`config.mk`:
```
export PLATFORM = sky130hd
export DESIGN_NAME = energy_pulse_output_control
export DESIGN_NICKNAME = d
export VERILOG_FILES = /design/src/verilog/meter_pkg.sv /design/src/verilog/energy_pulse_output_control.sv /design/src/verilog/dc_blocker.sv
export SDC_FILE = /design/constraint.sdc
export NUM_CORES = 2
export LEC_CHECK = 0
export ABC_AREA = 1
export BUFFER_PORTS_ARGS = -buffer_cell sky130_fd_sc_hd__clkbuf_2
export CAP_MARGIN = 20
export CORE_ASPECT_RATIO = 1.1
export CORE_MARGIN = 2
export CORE_UTILIZATION = 45
export CTS_CLUSTER_DIAMETER = 100
export DETAILED_ROUTE_END_ITERATION = 10
export GPL_TIMING_DRIVEN = 0
export PLACE_DENSITY = 0.7
export SLEW_MARGIN = 15
export SYNTH_ARGS = -nofsm -noshare
export SYNTH_HDL_FRONTEND = slang
export SYNTH_HIERARCHICAL = 1
export SYNTH_SLANG_ARGS = --single-unit
```
`constraint.sdc`:
```
create_clock -name mclk -period 7.75 [get_ports mclk]
set_input_delay 0.3875 -clock mclk [delete_from_list [all_inputs] [get_ports mclk]]
set_output_delay 0.3875 -clock mclk [all_outputs]
set_load 0.02 [all_outputs]
```
`src/verilog/meter_pkg.sv`:
```
// Shared constants, types and helpers for the energy pulse output block
package meter_pkg;
    // Datapath widths
    localparam int SAMPLE_W   = 16;                  // Converter sample width
    localparam int GAIN_HEAD  = 4;                   // Headroom for gain 16
    localparam int CUR_W      = SAMPLE_W + GAIN_HEAD; // Current path width
    localparam int POWER_W    = CUR_W + SAMPLE_W;    // Instantaneous power width
    localparam int ACC_W      = POWER_W + 8;         // Pulse accumulator width

    // Gain codes as left shifts: gain 1, 2, 8, 16
    localparam logic [2:0] GAIN_SH_1  = 3'h0;
    localparam logic [2:0] GAIN_SH_2  = 3'h1;
    localparam logic [2:0] GAIN_SH_8  = 3'h3;
    localparam logic [2:0] GAIN_SH_16 = 3'h4;

    // Filter shifts
    localparam int HPF_SHIFT = 10;                   // DC tracker time constant
    localparam int MAG_SHIFT = 6;                    // Magnitude smoothing
    localparam int LPF_SHIFT = 8;                    // Average power smoothing
    localparam int FAULT_SHIFT = 3;                  // Mismatch limit 1/8 = 12.5%

    // Calibration rate as a divider of the slow threshold
    localparam int CF_SHIFT_LO = 4;                  // Rate select low
    localparam int CF_SHIFT_HI = 7;                  // Rate select high

    // Timing
    localparam int CLK_PERIOD_PS = 4000;             // 250 MHz master clock
    localparam int CF_PULSE_NS   = 100;              // Calibration pulse width
    localparam int F_PULSE_NS    = 2000;             // Slow drive pulse width
    localparam int CF_PULSE_CYC  = (CF_PULSE_NS * 1000 + CLK_PERIOD_PS - 1) / CLK_PERIOD_PS;
    localparam int F_PULSE_CYC   = (F_PULSE_NS * 1000 + CLK_PERIOD_PS - 1) / CLK_PERIOD_PS;
    localparam int TIMER_W       = 12;

    // Register byte offsets
    localparam logic [7:0] OFS_CTRL   = 8'h00;
    localparam logic [7:0] OFS_STATUS = 8'h04;
    localparam logic [7:0] OFS_MASK   = 8'h08;
    localparam logic [7:0] OFS_LEVEL  = 8'h0C;
    localparam logic [7:0] OFS_AVG    = 8'h10;

    // Reset values
    localparam logic [31:0] CTRL_RST = 32'h0000_0001;  // Outputs enabled
    localparam logic [3:0]  MASK_RST = 4'h0;
    localparam int CTRL_EN_BIT = 0;

    // Converter samples, one set per valid strobe
    typedef struct packed {
        logic signed [SAMPLE_W-1:0] cur_a;
        logic signed [SAMPLE_W-1:0] cur_b;
        logic signed [SAMPLE_W-1:0] volt;
    } sample_t;

    // Strap selects after synchronisation
    typedef struct packed {
        logic [1:0] freq;
        logic [1:0] gain;
        logic       cal_rate;
        logic       hpf_on;
    } select_t;

    // Sticky event bits, status and mask share this layout
    typedef struct packed {
        logic f_pulse;
        logic cf_pulse;
        logic rev_change;
        logic fault_rise;
    } event_t;

    // Gain code to shift amount
    function automatic logic [2:0] gain_shift(input logic [1:0] code);
        case (code)
            2'h0:    gain_shift = GAIN_SH_1;
            2'h1:    gain_shift = GAIN_SH_2;
            2'h2:    gain_shift = GAIN_SH_8;
            default: gain_shift = GAIN_SH_16;
        endcase
    endfunction
endpackage

```
`src/verilog/energy_pulse_output_control.sv`:
```
// Energy pulse generation, fault and reverse power flags, APB registers
// Operation
// - Frequency selects scale the power-to-pulse conversion
// - Gain selects give current gain 1/2/8/16
// - Fault high when currents differ over 12.5%
// - Fault clears once mismatch disappears
// - Reverse flag high on negative power
// - Reverse flag not latched, clears on positive
// - Reverse flag changes only with calibration pulse
// - Calibration output pulses at instantaneous power rate
// - Two slow outputs carry average power pulses
// - Enabled filter removes current channel dc
// - Rate select picks calibration pulse frequency
// - Filter on when select high, bypassed low
// - Reset low clears all internal registers except ctrl, which resets to outputs enabled
`timescale 1ns/1ps
`default_nettype none
module energy_pulse_output_control #(
    parameter logic [meter_pkg::ACC_W-1:0] F_THRESH = 44'h000_1000_0000 // Slow pulse energy
) (
    input  wire logic                mclk,
    input  wire logic                arst_n,
    // Converter samples, same clock domain
    input  wire logic                sample_valid,
    input  wire meter_pkg::sample_t  sample,
    // Strap pins, asynchronous
    input  wire logic                freq_select_hi,
    input  wire logic                freq_select_lo,
    input  wire logic                gain_select_hi,
    input  wire logic                gain_select_lo,
    input  wire logic                calibration_rate_select,
    input  wire logic                highpass_select,
    // Logic outputs
    output logic                     calibration_pulse_out,
    output logic                     energy_pulse_a,
    output logic                     energy_pulse_b,
    output logic                     fault,
    output logic                     reverse_power_flag,
    output logic                     irq,
    // APB slave
    input  wire logic                psel,
    input  wire logic                penable,
    input  wire logic                pwrite,
    input  wire logic [7:0]          paddr,
    input  wire logic [31:0]         pwdata,
    output logic [31:0]              prdata,
    output logic                     pready,
    output logic                     pslverr
);
    localparam int CW = meter_pkg::CUR_W;
    localparam int PW = meter_pkg::POWER_W;
    localparam int AW = meter_pkg::ACC_W;
    localparam int TW = meter_pkg::TIMER_W;
    localparam logic [TW-1:0] CF_CYC = TW'(meter_pkg::CF_PULSE_CYC);
    localparam logic [TW-1:0] F_CYC  = TW'(meter_pkg::F_PULSE_CYC);

    typedef enum logic [1:0] {F_IDLE, F_DRIVE_A, F_DRIVE_B} f_state_t;

    // Strap synchroniser stages
    logic [5:0]           sel_meta_reg;   // First stage, read by second only
    logic [5:0]           sel_sync_reg;   // Second stage
    meter_pkg::select_t   sel;            // Synchronised selects
    // Gain and filtering
    logic [2:0]           gsh;            // Gain shift
    logic signed [CW-1:0] a_ext;
    logic signed [CW-1:0] b_ext;
    logic signed [CW-1:0] a_gain;
    logic signed [CW-1:0] b_gain;
    logic signed [CW-1:0] a_filt;
    logic signed [CW-1:0] b_filt;
    logic                 filt_valid;
    logic signed [meter_pkg::SAMPLE_W-1:0] volt_reg; // Voltage aligned to filter
    // Magnitudes and fault
    logic [CW-1:0]        mag_a_reg;
    logic [CW-1:0]        mag_b_reg;
    logic [CW-1:0]        abs_a;
    logic [CW-1:0]        abs_b;
    logic [CW-1:0]        mag_hi;
    logic [CW-1:0]        mag_lo;
    logic                 use_b;          // Current channel in use
    logic                 fault_next;
    logic                 fault_reg;
    // Power
    logic signed [PW-1:0] pow_inst;
    logic signed [PW-1:0] pow_reg;
    logic signed [PW-1:0] avg_reg;
    logic                 pow_valid_reg;
    logic [PW-1:0]        pow_abs;
    logic [PW-1:0]        avg_abs;
    // Pulse accumulators
    logic [AW-1:0]        cf_acc_reg;
    logic [AW-1:0]        f_acc_reg;
    logic [AW-1:0]        f_th;
    logic [AW-1:0]        cf_th;
    logic [AW-1:0]        cf_sum;
    logic [AW-1:0]        f_sum;
    logic                 cf_fire;
    logic                 f_fire;
    logic                 f_start;
    // Pulse shapers
    logic [TW-1:0]        cf_timer_reg;
    logic [TW-1:0]        f_timer_reg;
    f_state_t             f_state_reg;
    logic                 f_phase_reg;    // Next slow output to drive
    logic                 cf_out_reg;
    logic                 reverse_power_flag_reg;
    // Registers
    logic [31:0]          ctrl_reg;
    meter_pkg::event_t    status_reg;
    meter_pkg::event_t    mask_reg;
    meter_pkg::event_t    events;
    meter_pkg::event_t    rd_clear;       // Bits shown by the read in flight
    logic                 setup_ph;
    logic                 access_ph;
    logic [31:0]          rd_word;
    logic                 rd_err;
    logic                 out_en;

    // Two flops on every strap before any logic sees it
    always_ff @(posedge mclk or negedge arst_n) begin
        if (!arst_n) begin
            sel_meta_reg <= '0;
            sel_sync_reg <= '0;
        end else begin
            sel_meta_reg <= {freq_select_hi, freq_select_lo, gain_select_hi,
                             gain_select_lo, calibration_rate_select, highpass_select};
            sel_sync_reg <= sel_meta_reg;
        end
    end
    assign sel = sel_sync_reg;

    // Programmable gain on both current inputs
    assign gsh    = meter_pkg::gain_shift(sel.gain);
    assign a_ext  = {{meter_pkg::GAIN_HEAD{sample.cur_a[meter_pkg::SAMPLE_W-1]}}, sample.cur_a};
    assign b_ext  = {{meter_pkg::GAIN_HEAD{sample.cur_b[meter_pkg::SAMPLE_W-1]}}, sample.cur_b};
    assign a_gain = a_ext <<< gsh;
    assign b_gain = b_ext <<< gsh;

    // Dc removal per current input, switched by the filter select
    dc_blocker #(.W(CW), .SHIFT(meter_pkg::HPF_SHIFT)) u_hpf_a (
        .mclk      (mclk),
        .arst_n    (arst_n),
        .enable    (sel.hpf_on),
        .in_valid  (sample_valid),
        .x         (a_gain),
        .out_valid (filt_valid),
        .y         (a_filt)
    );
    dc_blocker #(.W(CW), .SHIFT(meter_pkg::HPF_SHIFT)) u_hpf_b (
        .mclk      (mclk),
        .arst_n    (arst_n),
        .enable    (sel.hpf_on),
        .in_valid  (sample_valid),
        .x         (b_gain),
        .out_valid (),
        .y         (b_filt)
    );

    // Voltage held so it lines up with the filtered current
    always_ff @(posedge mclk or negedge arst_n) begin
        if (!arst_n) begin
            volt_reg <= '0;
        end else if (sample_valid) begin
            volt_reg <= sample.volt;
        end
    end

    // Smoothed magnitudes; raw samples would flag every zero crossing
    assign abs_a = a_filt[CW-1] ? CW'(-a_filt) : a_filt;
    assign abs_b = b_filt[CW-1] ? CW'(-b_filt) : b_filt;
    always_ff @(posedge mclk or negedge arst_n) begin
        if (!arst_n) begin
            mag_a_reg <= '0;
            mag_b_reg <= '0;
        end else if (filt_valid) begin
            mag_a_reg <= mag_a_reg + CW'(($signed({1'b0, abs_a}) -
                         $signed({1'b0, mag_a_reg})) >>> meter_pkg::MAG_SHIFT);
            mag_b_reg <= mag_b_reg + CW'(($signed({1'b0, abs_b}) -
                         $signed({1'b0, mag_b_reg})) >>> meter_pkg::MAG_SHIFT);
        end
    end

    // Mismatch test: difference times 8 against the larger input
    assign use_b  = mag_b_reg > mag_a_reg;
    assign mag_hi = use_b ? mag_b_reg : mag_a_reg;
    assign mag_lo = use_b ? mag_a_reg : mag_b_reg;
    assign fault_next = ({3'h0, mag_hi - mag_lo} << meter_pkg::FAULT_SHIFT) >
                        {3'h0, mag_hi};
    always_ff @(posedge mclk or negedge arst_n) begin
        if (!arst_n) begin
            fault_reg <= 1'b0;
        end else begin
            fault_reg <= fault_next;
        end
    end

    // Power from the larger current input
    assign pow_inst = (use_b ? b_filt : a_filt) * volt_reg;
    always_ff @(posedge mclk or negedge arst_n) begin
        if (!arst_n) begin
            pow_reg       <= '0;
            pow_valid_reg <= 1'b0;
            avg_reg       <= '0;
        end else begin
            pow_valid_reg <= filt_valid;
            if (filt_valid) begin
                pow_reg <= pow_inst;
            end
            // Low pass keeps the real, dc part of the product
            if (pow_valid_reg) begin
                avg_reg <= avg_reg + PW'(($signed({pow_reg[PW-1], pow_reg}) -
                           $signed({avg_reg[PW-1], avg_reg})) >>> meter_pkg::LPF_SHIFT);
            end
        end
    end

    // Thresholds from the frequency and rate selects
    assign f_th  = F_THRESH >> sel.freq;
    assign cf_th = f_th >> (sel.cal_rate ? meter_pkg::CF_SHIFT_HI
                                         : meter_pkg::CF_SHIFT_LO);
    assign pow_abs = pow_reg[PW-1] ? PW'(-pow_reg) : pow_reg;
    assign avg_abs = avg_reg[PW-1] ? PW'(-avg_reg) : avg_reg;
    assign cf_sum  = cf_acc_reg + AW'(pow_abs);
    assign f_sum   = f_acc_reg + AW'(avg_abs);
    assign out_en  = ctrl_reg[meter_pkg::CTRL_EN_BIT];
    assign cf_fire = pow_valid_reg && out_en && (cf_sum >= cf_th);
    assign f_fire  = pow_valid_reg && out_en && (f_sum >= f_th);
    assign f_start = f_fire && (f_state_reg == F_IDLE);

    // Energy accumulators; one pulse per sample at most
    always_ff @(posedge mclk or negedge arst_n) begin
        if (!arst_n) begin
            cf_acc_reg <= '0;
            f_acc_reg  <= '0;
        end else if (!out_en) begin
            cf_acc_reg <= '0;
            f_acc_reg  <= '0;
        end else if (pow_valid_reg) begin
            cf_acc_reg <= cf_fire ? cf_sum - cf_th : cf_sum;
            f_acc_reg  <= f_fire ? f_sum - f_th : f_sum;
        end
    end

    // Calibration pulse shaper; a fire during a pulse restarts it
    always_ff @(posedge mclk or negedge arst_n) begin
        if (!arst_n) begin
            cf_timer_reg <= '0;
            cf_out_reg   <= 1'b0;
        end else if (cf_fire) begin
            cf_timer_reg <= CF_CYC;
            cf_out_reg   <= 1'b1;
        end else if (cf_timer_reg > TW'(1)) begin
            cf_timer_reg <= cf_timer_reg - TW'(1);
        end else begin
            cf_timer_reg <= '0;
            cf_out_reg   <= 1'b0;
        end
    end

    // Sign of average power sampled only with a calibration pulse
    always_ff @(posedge mclk or negedge arst_n) begin
        if (!arst_n) begin
            reverse_power_flag_reg <= 1'b0;
        end else if (cf_fire) begin
            reverse_power_flag_reg <= avg_reg[PW-1];
        end
    end

    // Slow outputs alternate so a two phase motor steps
    always_ff @(posedge mclk or negedge arst_n) begin
        if (!arst_n) begin
            f_state_reg <= F_IDLE;
            f_timer_reg <= '0;
            f_phase_reg <= 1'b0;
        end else begin
            case (f_state_reg)
                F_IDLE: begin
                    if (f_start) begin
                        f_state_reg <= f_phase_reg ? F_DRIVE_B : F_DRIVE_A;
                        f_timer_reg <= F_CYC;
                    end
                end
                F_DRIVE_A, F_DRIVE_B: begin
                    if (f_timer_reg > TW'(1)) begin
                        f_timer_reg <= f_timer_reg - TW'(1);
                    end else begin
                        f_timer_reg <= '0;
                        f_state_reg <= F_IDLE;
                        f_phase_reg <= ~f_phase_reg;
                    end
                end
                default: begin
                    f_state_reg <= F_IDLE;
                end
            endcase
        end
    end

    // Pin outputs from flops; slow outputs decoded from the state register
    assign calibration_pulse_out = cf_out_reg;
    assign energy_pulse_a        = (f_state_reg == F_DRIVE_A);
    assign energy_pulse_b        = (f_state_reg == F_DRIVE_B);
    assign fault                 = fault_reg;
    assign reverse_power_flag    = reverse_power_flag_reg;

    // Events feeding the sticky status
    assign events.fault_rise = fault_next & ~fault_reg;
    assign events.rev_change = cf_fire & (avg_reg[PW-1] != reverse_power_flag_reg);
    assign events.cf_pulse   = cf_fire;
    assign events.f_pulse    = f_start;

    // APB phases
    assign setup_ph  = psel & ~penable;
    assign access_ph = psel & penable;

    // Read mux, captured in the setup cycle
    always_comb begin
        rd_word = 32'h0000_0000;
        rd_err  = 1'b0;
        case (paddr)
            meter_pkg::OFS_CTRL:   rd_word = ctrl_reg;
            meter_pkg::OFS_STATUS: rd_word = {28'h000_0000, status_reg};
            meter_pkg::OFS_MASK:   rd_word = {28'h000_0000, mask_reg};
            meter_pkg::OFS_LEVEL:  rd_word = {23'h00_0000, sel, use_b, reverse_power_flag_reg, fault_reg};
            meter_pkg::OFS_AVG:    rd_word = avg_reg[PW-1 -: 32];
            default:               rd_err  = 1'b1;
        endcase
    end

    // Read data and error prepared before the access edge
    always_ff @(posedge mclk or negedge arst_n) begin
        if (!arst_n) begin
            prdata  <= 32'h0000_0000;
            pslverr <= 1'b0;
        end else if (setup_ph) begin
            prdata  <= pwrite ? 32'h0000_0000 : rd_word;
            pslverr <= rd_err;
        end
    end
    assign pready = 1'b1;

    // Control and mask writes at the access edge
    always_ff @(posedge mclk or negedge arst_n) begin
        if (!arst_n) begin
            ctrl_reg <= meter_pkg::CTRL_RST;
            mask_reg <= meter_pkg::MASK_RST;
        end else if (access_ph && pwrite) begin
            if (paddr == meter_pkg::OFS_CTRL) begin
                ctrl_reg <= pwdata & 32'h0000_0001;
            end
            if (paddr == meter_pkg::OFS_MASK) begin
                mask_reg <= pwdata[3:0];
            end
        end
    end

    // Read clears only what the snapshot showed; a new event still wins
    assign rd_clear = (access_ph && !pwrite && paddr == meter_pkg::OFS_STATUS)
                      ? prdata[3:0] : 4'h0;
    always_ff @(posedge mclk or negedge arst_n) begin
        if (!arst_n) begin
            status_reg <= '0;
        end else begin
            status_reg <= (status_reg & ~rd_clear) | events;
        end
    end

    // Level interrupt while any unmasked status bit is set
    assign irq = |(status_reg & mask_reg);
endmodule
`default_nettype wire

```
`src/verilog/dc_blocker.sv`:
```
// Switchable first order dc removal for one current channel
`timescale 1ns/1ps
`default_nettype none
module dc_blocker #(
    parameter int W     = 20,  // Sample width
    parameter int SHIFT = 10   // Tracker time constant as shift
) (
    input  wire logic                mclk,
    input  wire logic                arst_n,
    input  wire logic                enable,
    input  wire logic                in_valid,
    input  wire logic signed [W-1:0] x,
    output logic                     out_valid,
    output logic signed [W-1:0]      y
);
    logic signed [W+SHIFT-1:0] dc_acc_reg; // Tracked dc, fractional
    logic signed [W-1:0]       dc;         // Integer part of tracked dc
    logic signed [W+SHIFT-1:0] x_ext;      // Input at accumulator width
    logic signed [W+SHIFT-1:0] dc_ext;

    assign dc     = W'(dc_acc_reg >>> SHIFT);
    assign x_ext  = {{SHIFT{x[W-1]}}, x};
    assign dc_ext = {{SHIFT{dc[W-1]}}, dc};

    // Track dc only while enabled so bypass does not leave a stale offset
    always_ff @(posedge mclk or negedge arst_n) begin
        if (!arst_n) begin
            dc_acc_reg <= '0;
        end else if (!enable) begin
            dc_acc_reg <= '0;
        end else if (in_valid) begin
            dc_acc_reg <= dc_acc_reg + x_ext - dc_ext;
        end
    end

    // Output stage, one cycle latency either way; wraps near full scale
    always_ff @(posedge mclk or negedge arst_n) begin
        if (!arst_n) begin
            out_valid <= 1'b0;
            y         <= '0;
        end else begin
            out_valid <= in_valid;
            if (in_valid) begin
                y <= enable ? W'(x - dc) : x;
            end
        end
    end
endmodule
`default_nettype wire

```
==> impl_metrics.sql <==
INSERT INTO impl_metrics (metric_group, metric, value, unit) VALUES
('sta', 'rsz0062_at_grt', 'yes', ''),
('global_routing', 'groute.layer.met2.usage', '52.1', '%'),
('worst_setup_path', 'worstSetupStartpoint', 'mag_a_reg[14]', ''),
('logic_synthesis', 'netlist_instances', '8105', ''),
('clock_network', 'cts-root-to-sink-buffers', '3', ''),
('worst_setup_path', 'endpoint_kind', 'flop', ''),
('global_routing', 'grt_use_met3', '2.95', '%'),
('sta', 'finalClockSkew', '0.0469', 'ns'),
('layout', 'final_cell_count_no_fill', '10000', ''),
('sta', 'max-slew-margin-rel', '23.2', '%'),
('sta', 'fmax', '132', 'MHz'),
('worst_setup_path', 'critical-path-max-stage-delay', '0.70', 'ns'),
('layout', 'final_common_cell', 'sky130_fd_sc_hd__nand2_1', ''),
('detailed_routing', 'detail_route.wirelength', '186', 'mm'),
('detailed_routing', 'num_vias', '54300', ''),
('global_routing', 'grt_overall_usage', '29.0', '%'),
('global_routing', 'initial_antenna_violation_count', '4', ''),
('worst_setup_path', 'worst-endpoint-arrival', '8.11', 'ns'),
('min_path', 'worst_hold_startpoint', 'sample[15]', ''),
('layout', 'drive_gt1_share', '7.84', '%'),
('sta', 'timing.setup.tns', '0', 'ns'),
('layout', 'final_core_util', '50.9', '%'),
('floorplan', 'dieHeight', '372', 'um'),
('clock_network', 'cts_root_buf', 'sky130_fd_sc_hd__clkbuf_16', ''),
('floorplan', 'starting_density_of_the_core', '45.5', '%'),
('sta', 'layout_min_cycle_time', '7.57', 'ns'),
('worst_setup_path', 'worst_path_most_repeated_cell', 'sky130_fd_sc_hd__nand2_1', ''),
('clock_network', 'clk_pin_slew_worst_paths', '0.06', 'ns'),
('layout', 'layout.cells.most_common_list', 'sky130_fd_sc_hd__nand2_1 (2086), sky130_fd_sc_hd__inv_1 (1419), sky130_fd_sc_hd__nor2_1 (707)', ''),
('worst_setup_path', 'critical_path_required', '8.28', 'ns'),
('placement', 'port_buffers', '110', ''),
('logic_synthesis', 'syn_area_per_cell', '6.82', 'um2'),
('sta', 'timing.final.hold_violations', '0', ''),
('layout', 'nFillCells', '12100', ''),
('floorplan', 'core_area', '0.122', 'mm2'),
('detailed_routing', 'viasPerCell', '5.40', ''),
('sta', 'report.final.setup_viol', '0', ''),
('detailed_routing', 'drtPass1Iterations', '7', ''),
('floorplan', 'boundaryPins', '140', ''),
('floorplan', 'floorplan.die.width', '338', 'um'),
('layout', 'layout.nets', '9324', ''),
('worst_setup_path', 'worst-path-max-fanout', '10', ''),
('detailed_routing', 'postRouteAntennaNets', '0', ''),
('sta', 'worstMarginPinSlew', '1.14', 'ns'),
('placement', 'dp.final_hpwl', '153', 'mm'),
('min_path', 'hp-class', 'in2reg', ''),
('detailed_routing', 'drt_first_iter_violations', '4016', ''),
('global_routing', 'globalRouteMet1Util', '34.1', '%'),
('global_routing', 'grt.busiest_layer', 'met2', ''),
('floorplan', 'fp.dieArea', '0.126', 'mm2'),
('clock_network', 'clkSinkCount', '402', ''),
('clock_network', 'cts_made_buffers', '54', ''),
('logic_synthesis', 'synth.yosys.warnings', '6', ''),
('layout', 'area_growth_syn_to_layout', '11.9', '%'),
('worst_setup_path', 'startpoint_type', 'flop', ''),
('worst_setup_path', 'cp_slowest_cell', 'sky130_fd_sc_hd__fa_2', ''),
('status', 'run_status', 'finished, final reports clean', ''),
('sta', 'timing.final.crit_share', '97.7', '%'),
('global_routing', 'pin_count_of_the_biggest_net_entering_global_routing', '93', ''),
('global_routing', 'global_route.overflow_total', '0', ''),
('clock_network', 'tritoncts', 'yes', ''),
('sta', 'final-max-slew-violation-count', '0', ''),
('worst_setup_path', 'crit-reg2reg-launch', 'mag_a_reg[14]', ''),
('worst_setup_path', 'criticalPathCategory', 'reg2reg', ''),
('clock_network', 'cts_max_level', '2', ''),
('logic_synthesis', 'postSynthNetCount', '9058', ''),
('placement', 'finalWeightedCongestion', '0.990', ''),
('placement', 'post-place-cells', '9853', ''),
('detailed_routing', 'drc', '0', ''),
('clock_network', 'clk-insertion-delay-late', '0.68', 'ns'),
('floorplan', 'core.rowCount', '134', ''),
('global_routing', 'via_count_of_the_first_global_routing_pass', '53600', ''),
('logic_synthesis', 'synth.cell_area', '0.0553', 'mm2'),
('global_routing', 'grt_pass1_wl', '289', 'mm'),
('detailed_routing', 'route.detailed.wl_per_inst', '18.5', 'um'),
('flow_run', 'cap_violations', '0', '');
==> stage by stage <==
| step | area [um2] | worst slack (ns) | hold WS [ns] |
|---|---|---|---|
| floorplan | 55300 | 0.346 | 0.0919 |
| global placement | 57800 | -3.46 | 0.335 |
| detailed placement | 58000 | -1.69 | 0.336 |
| CTS | 61100 | -0.0428 | 0.00288 |
| global route | 61800 | -0.109 | 0.0433 |
| finish | 61800 | 0.176 | 0.0251 |
==> worst max-delay path, delay by kind of cell (launching register included) <==
family          cells  cell delay [ns]
fa+ha+maj           8             3.82
compound gates      6             1.16
simple gates       11             1.08
buf+inv             8             0.91
flops               1             0.46
==> final cells by class <==
cell class,count,area [um2],area share [%]
antenna,1,2.50,0.00405
clock buffer,72,1570,2.54
inverter,1493,5650,9.14
multi-input combinational,6055,39800,64.3
sequential,402,10100,16.3
timing repair inverter,1,5.00,0.00809
clock inverter,28,340,0.550
timing repair buffer,210,1650,2.66
buffer,154,742,1.20
tap,1632,2040,3.30
==> per-layer routing <==
metal  vias up  wire length, um
met3       491            10200
met1     25700            72900
met4         2            11500
met5         -               16
met2      1854            91500
li1      26200                -
==> repair_timing <==
item / in CTS / in global routing
endpoints found under the setup margin: 28 / 20
hold endpoints to repair: 97 / 0
gates resized for setup: 121 / 126
hold buffers: 22 / 0
gates cloned: 1 / 2
pin swaps: 16 / 30
setup buffers: 43 / 27
==> final timing paths <==
kind / end / slack, ns / cells past startpoint
hold reg to reg: sel[5] / 0.35 / 0
hold / removal: volt_reg[15] / 0.03 / 3
setup / recovery: pow_reg[32] / 0.18 / 33
min in group asynchronous: sel_meta_reg[5] / 0.36 / 2
max in group asynchronous: volt_reg[2] / 6.09 / 4
setup reg to reg: pow_reg[32] / 0.18 / 33
Power is not shown: default switching activity piles up to over one toggle a cycle in this logic, so the estimate is an artifact.
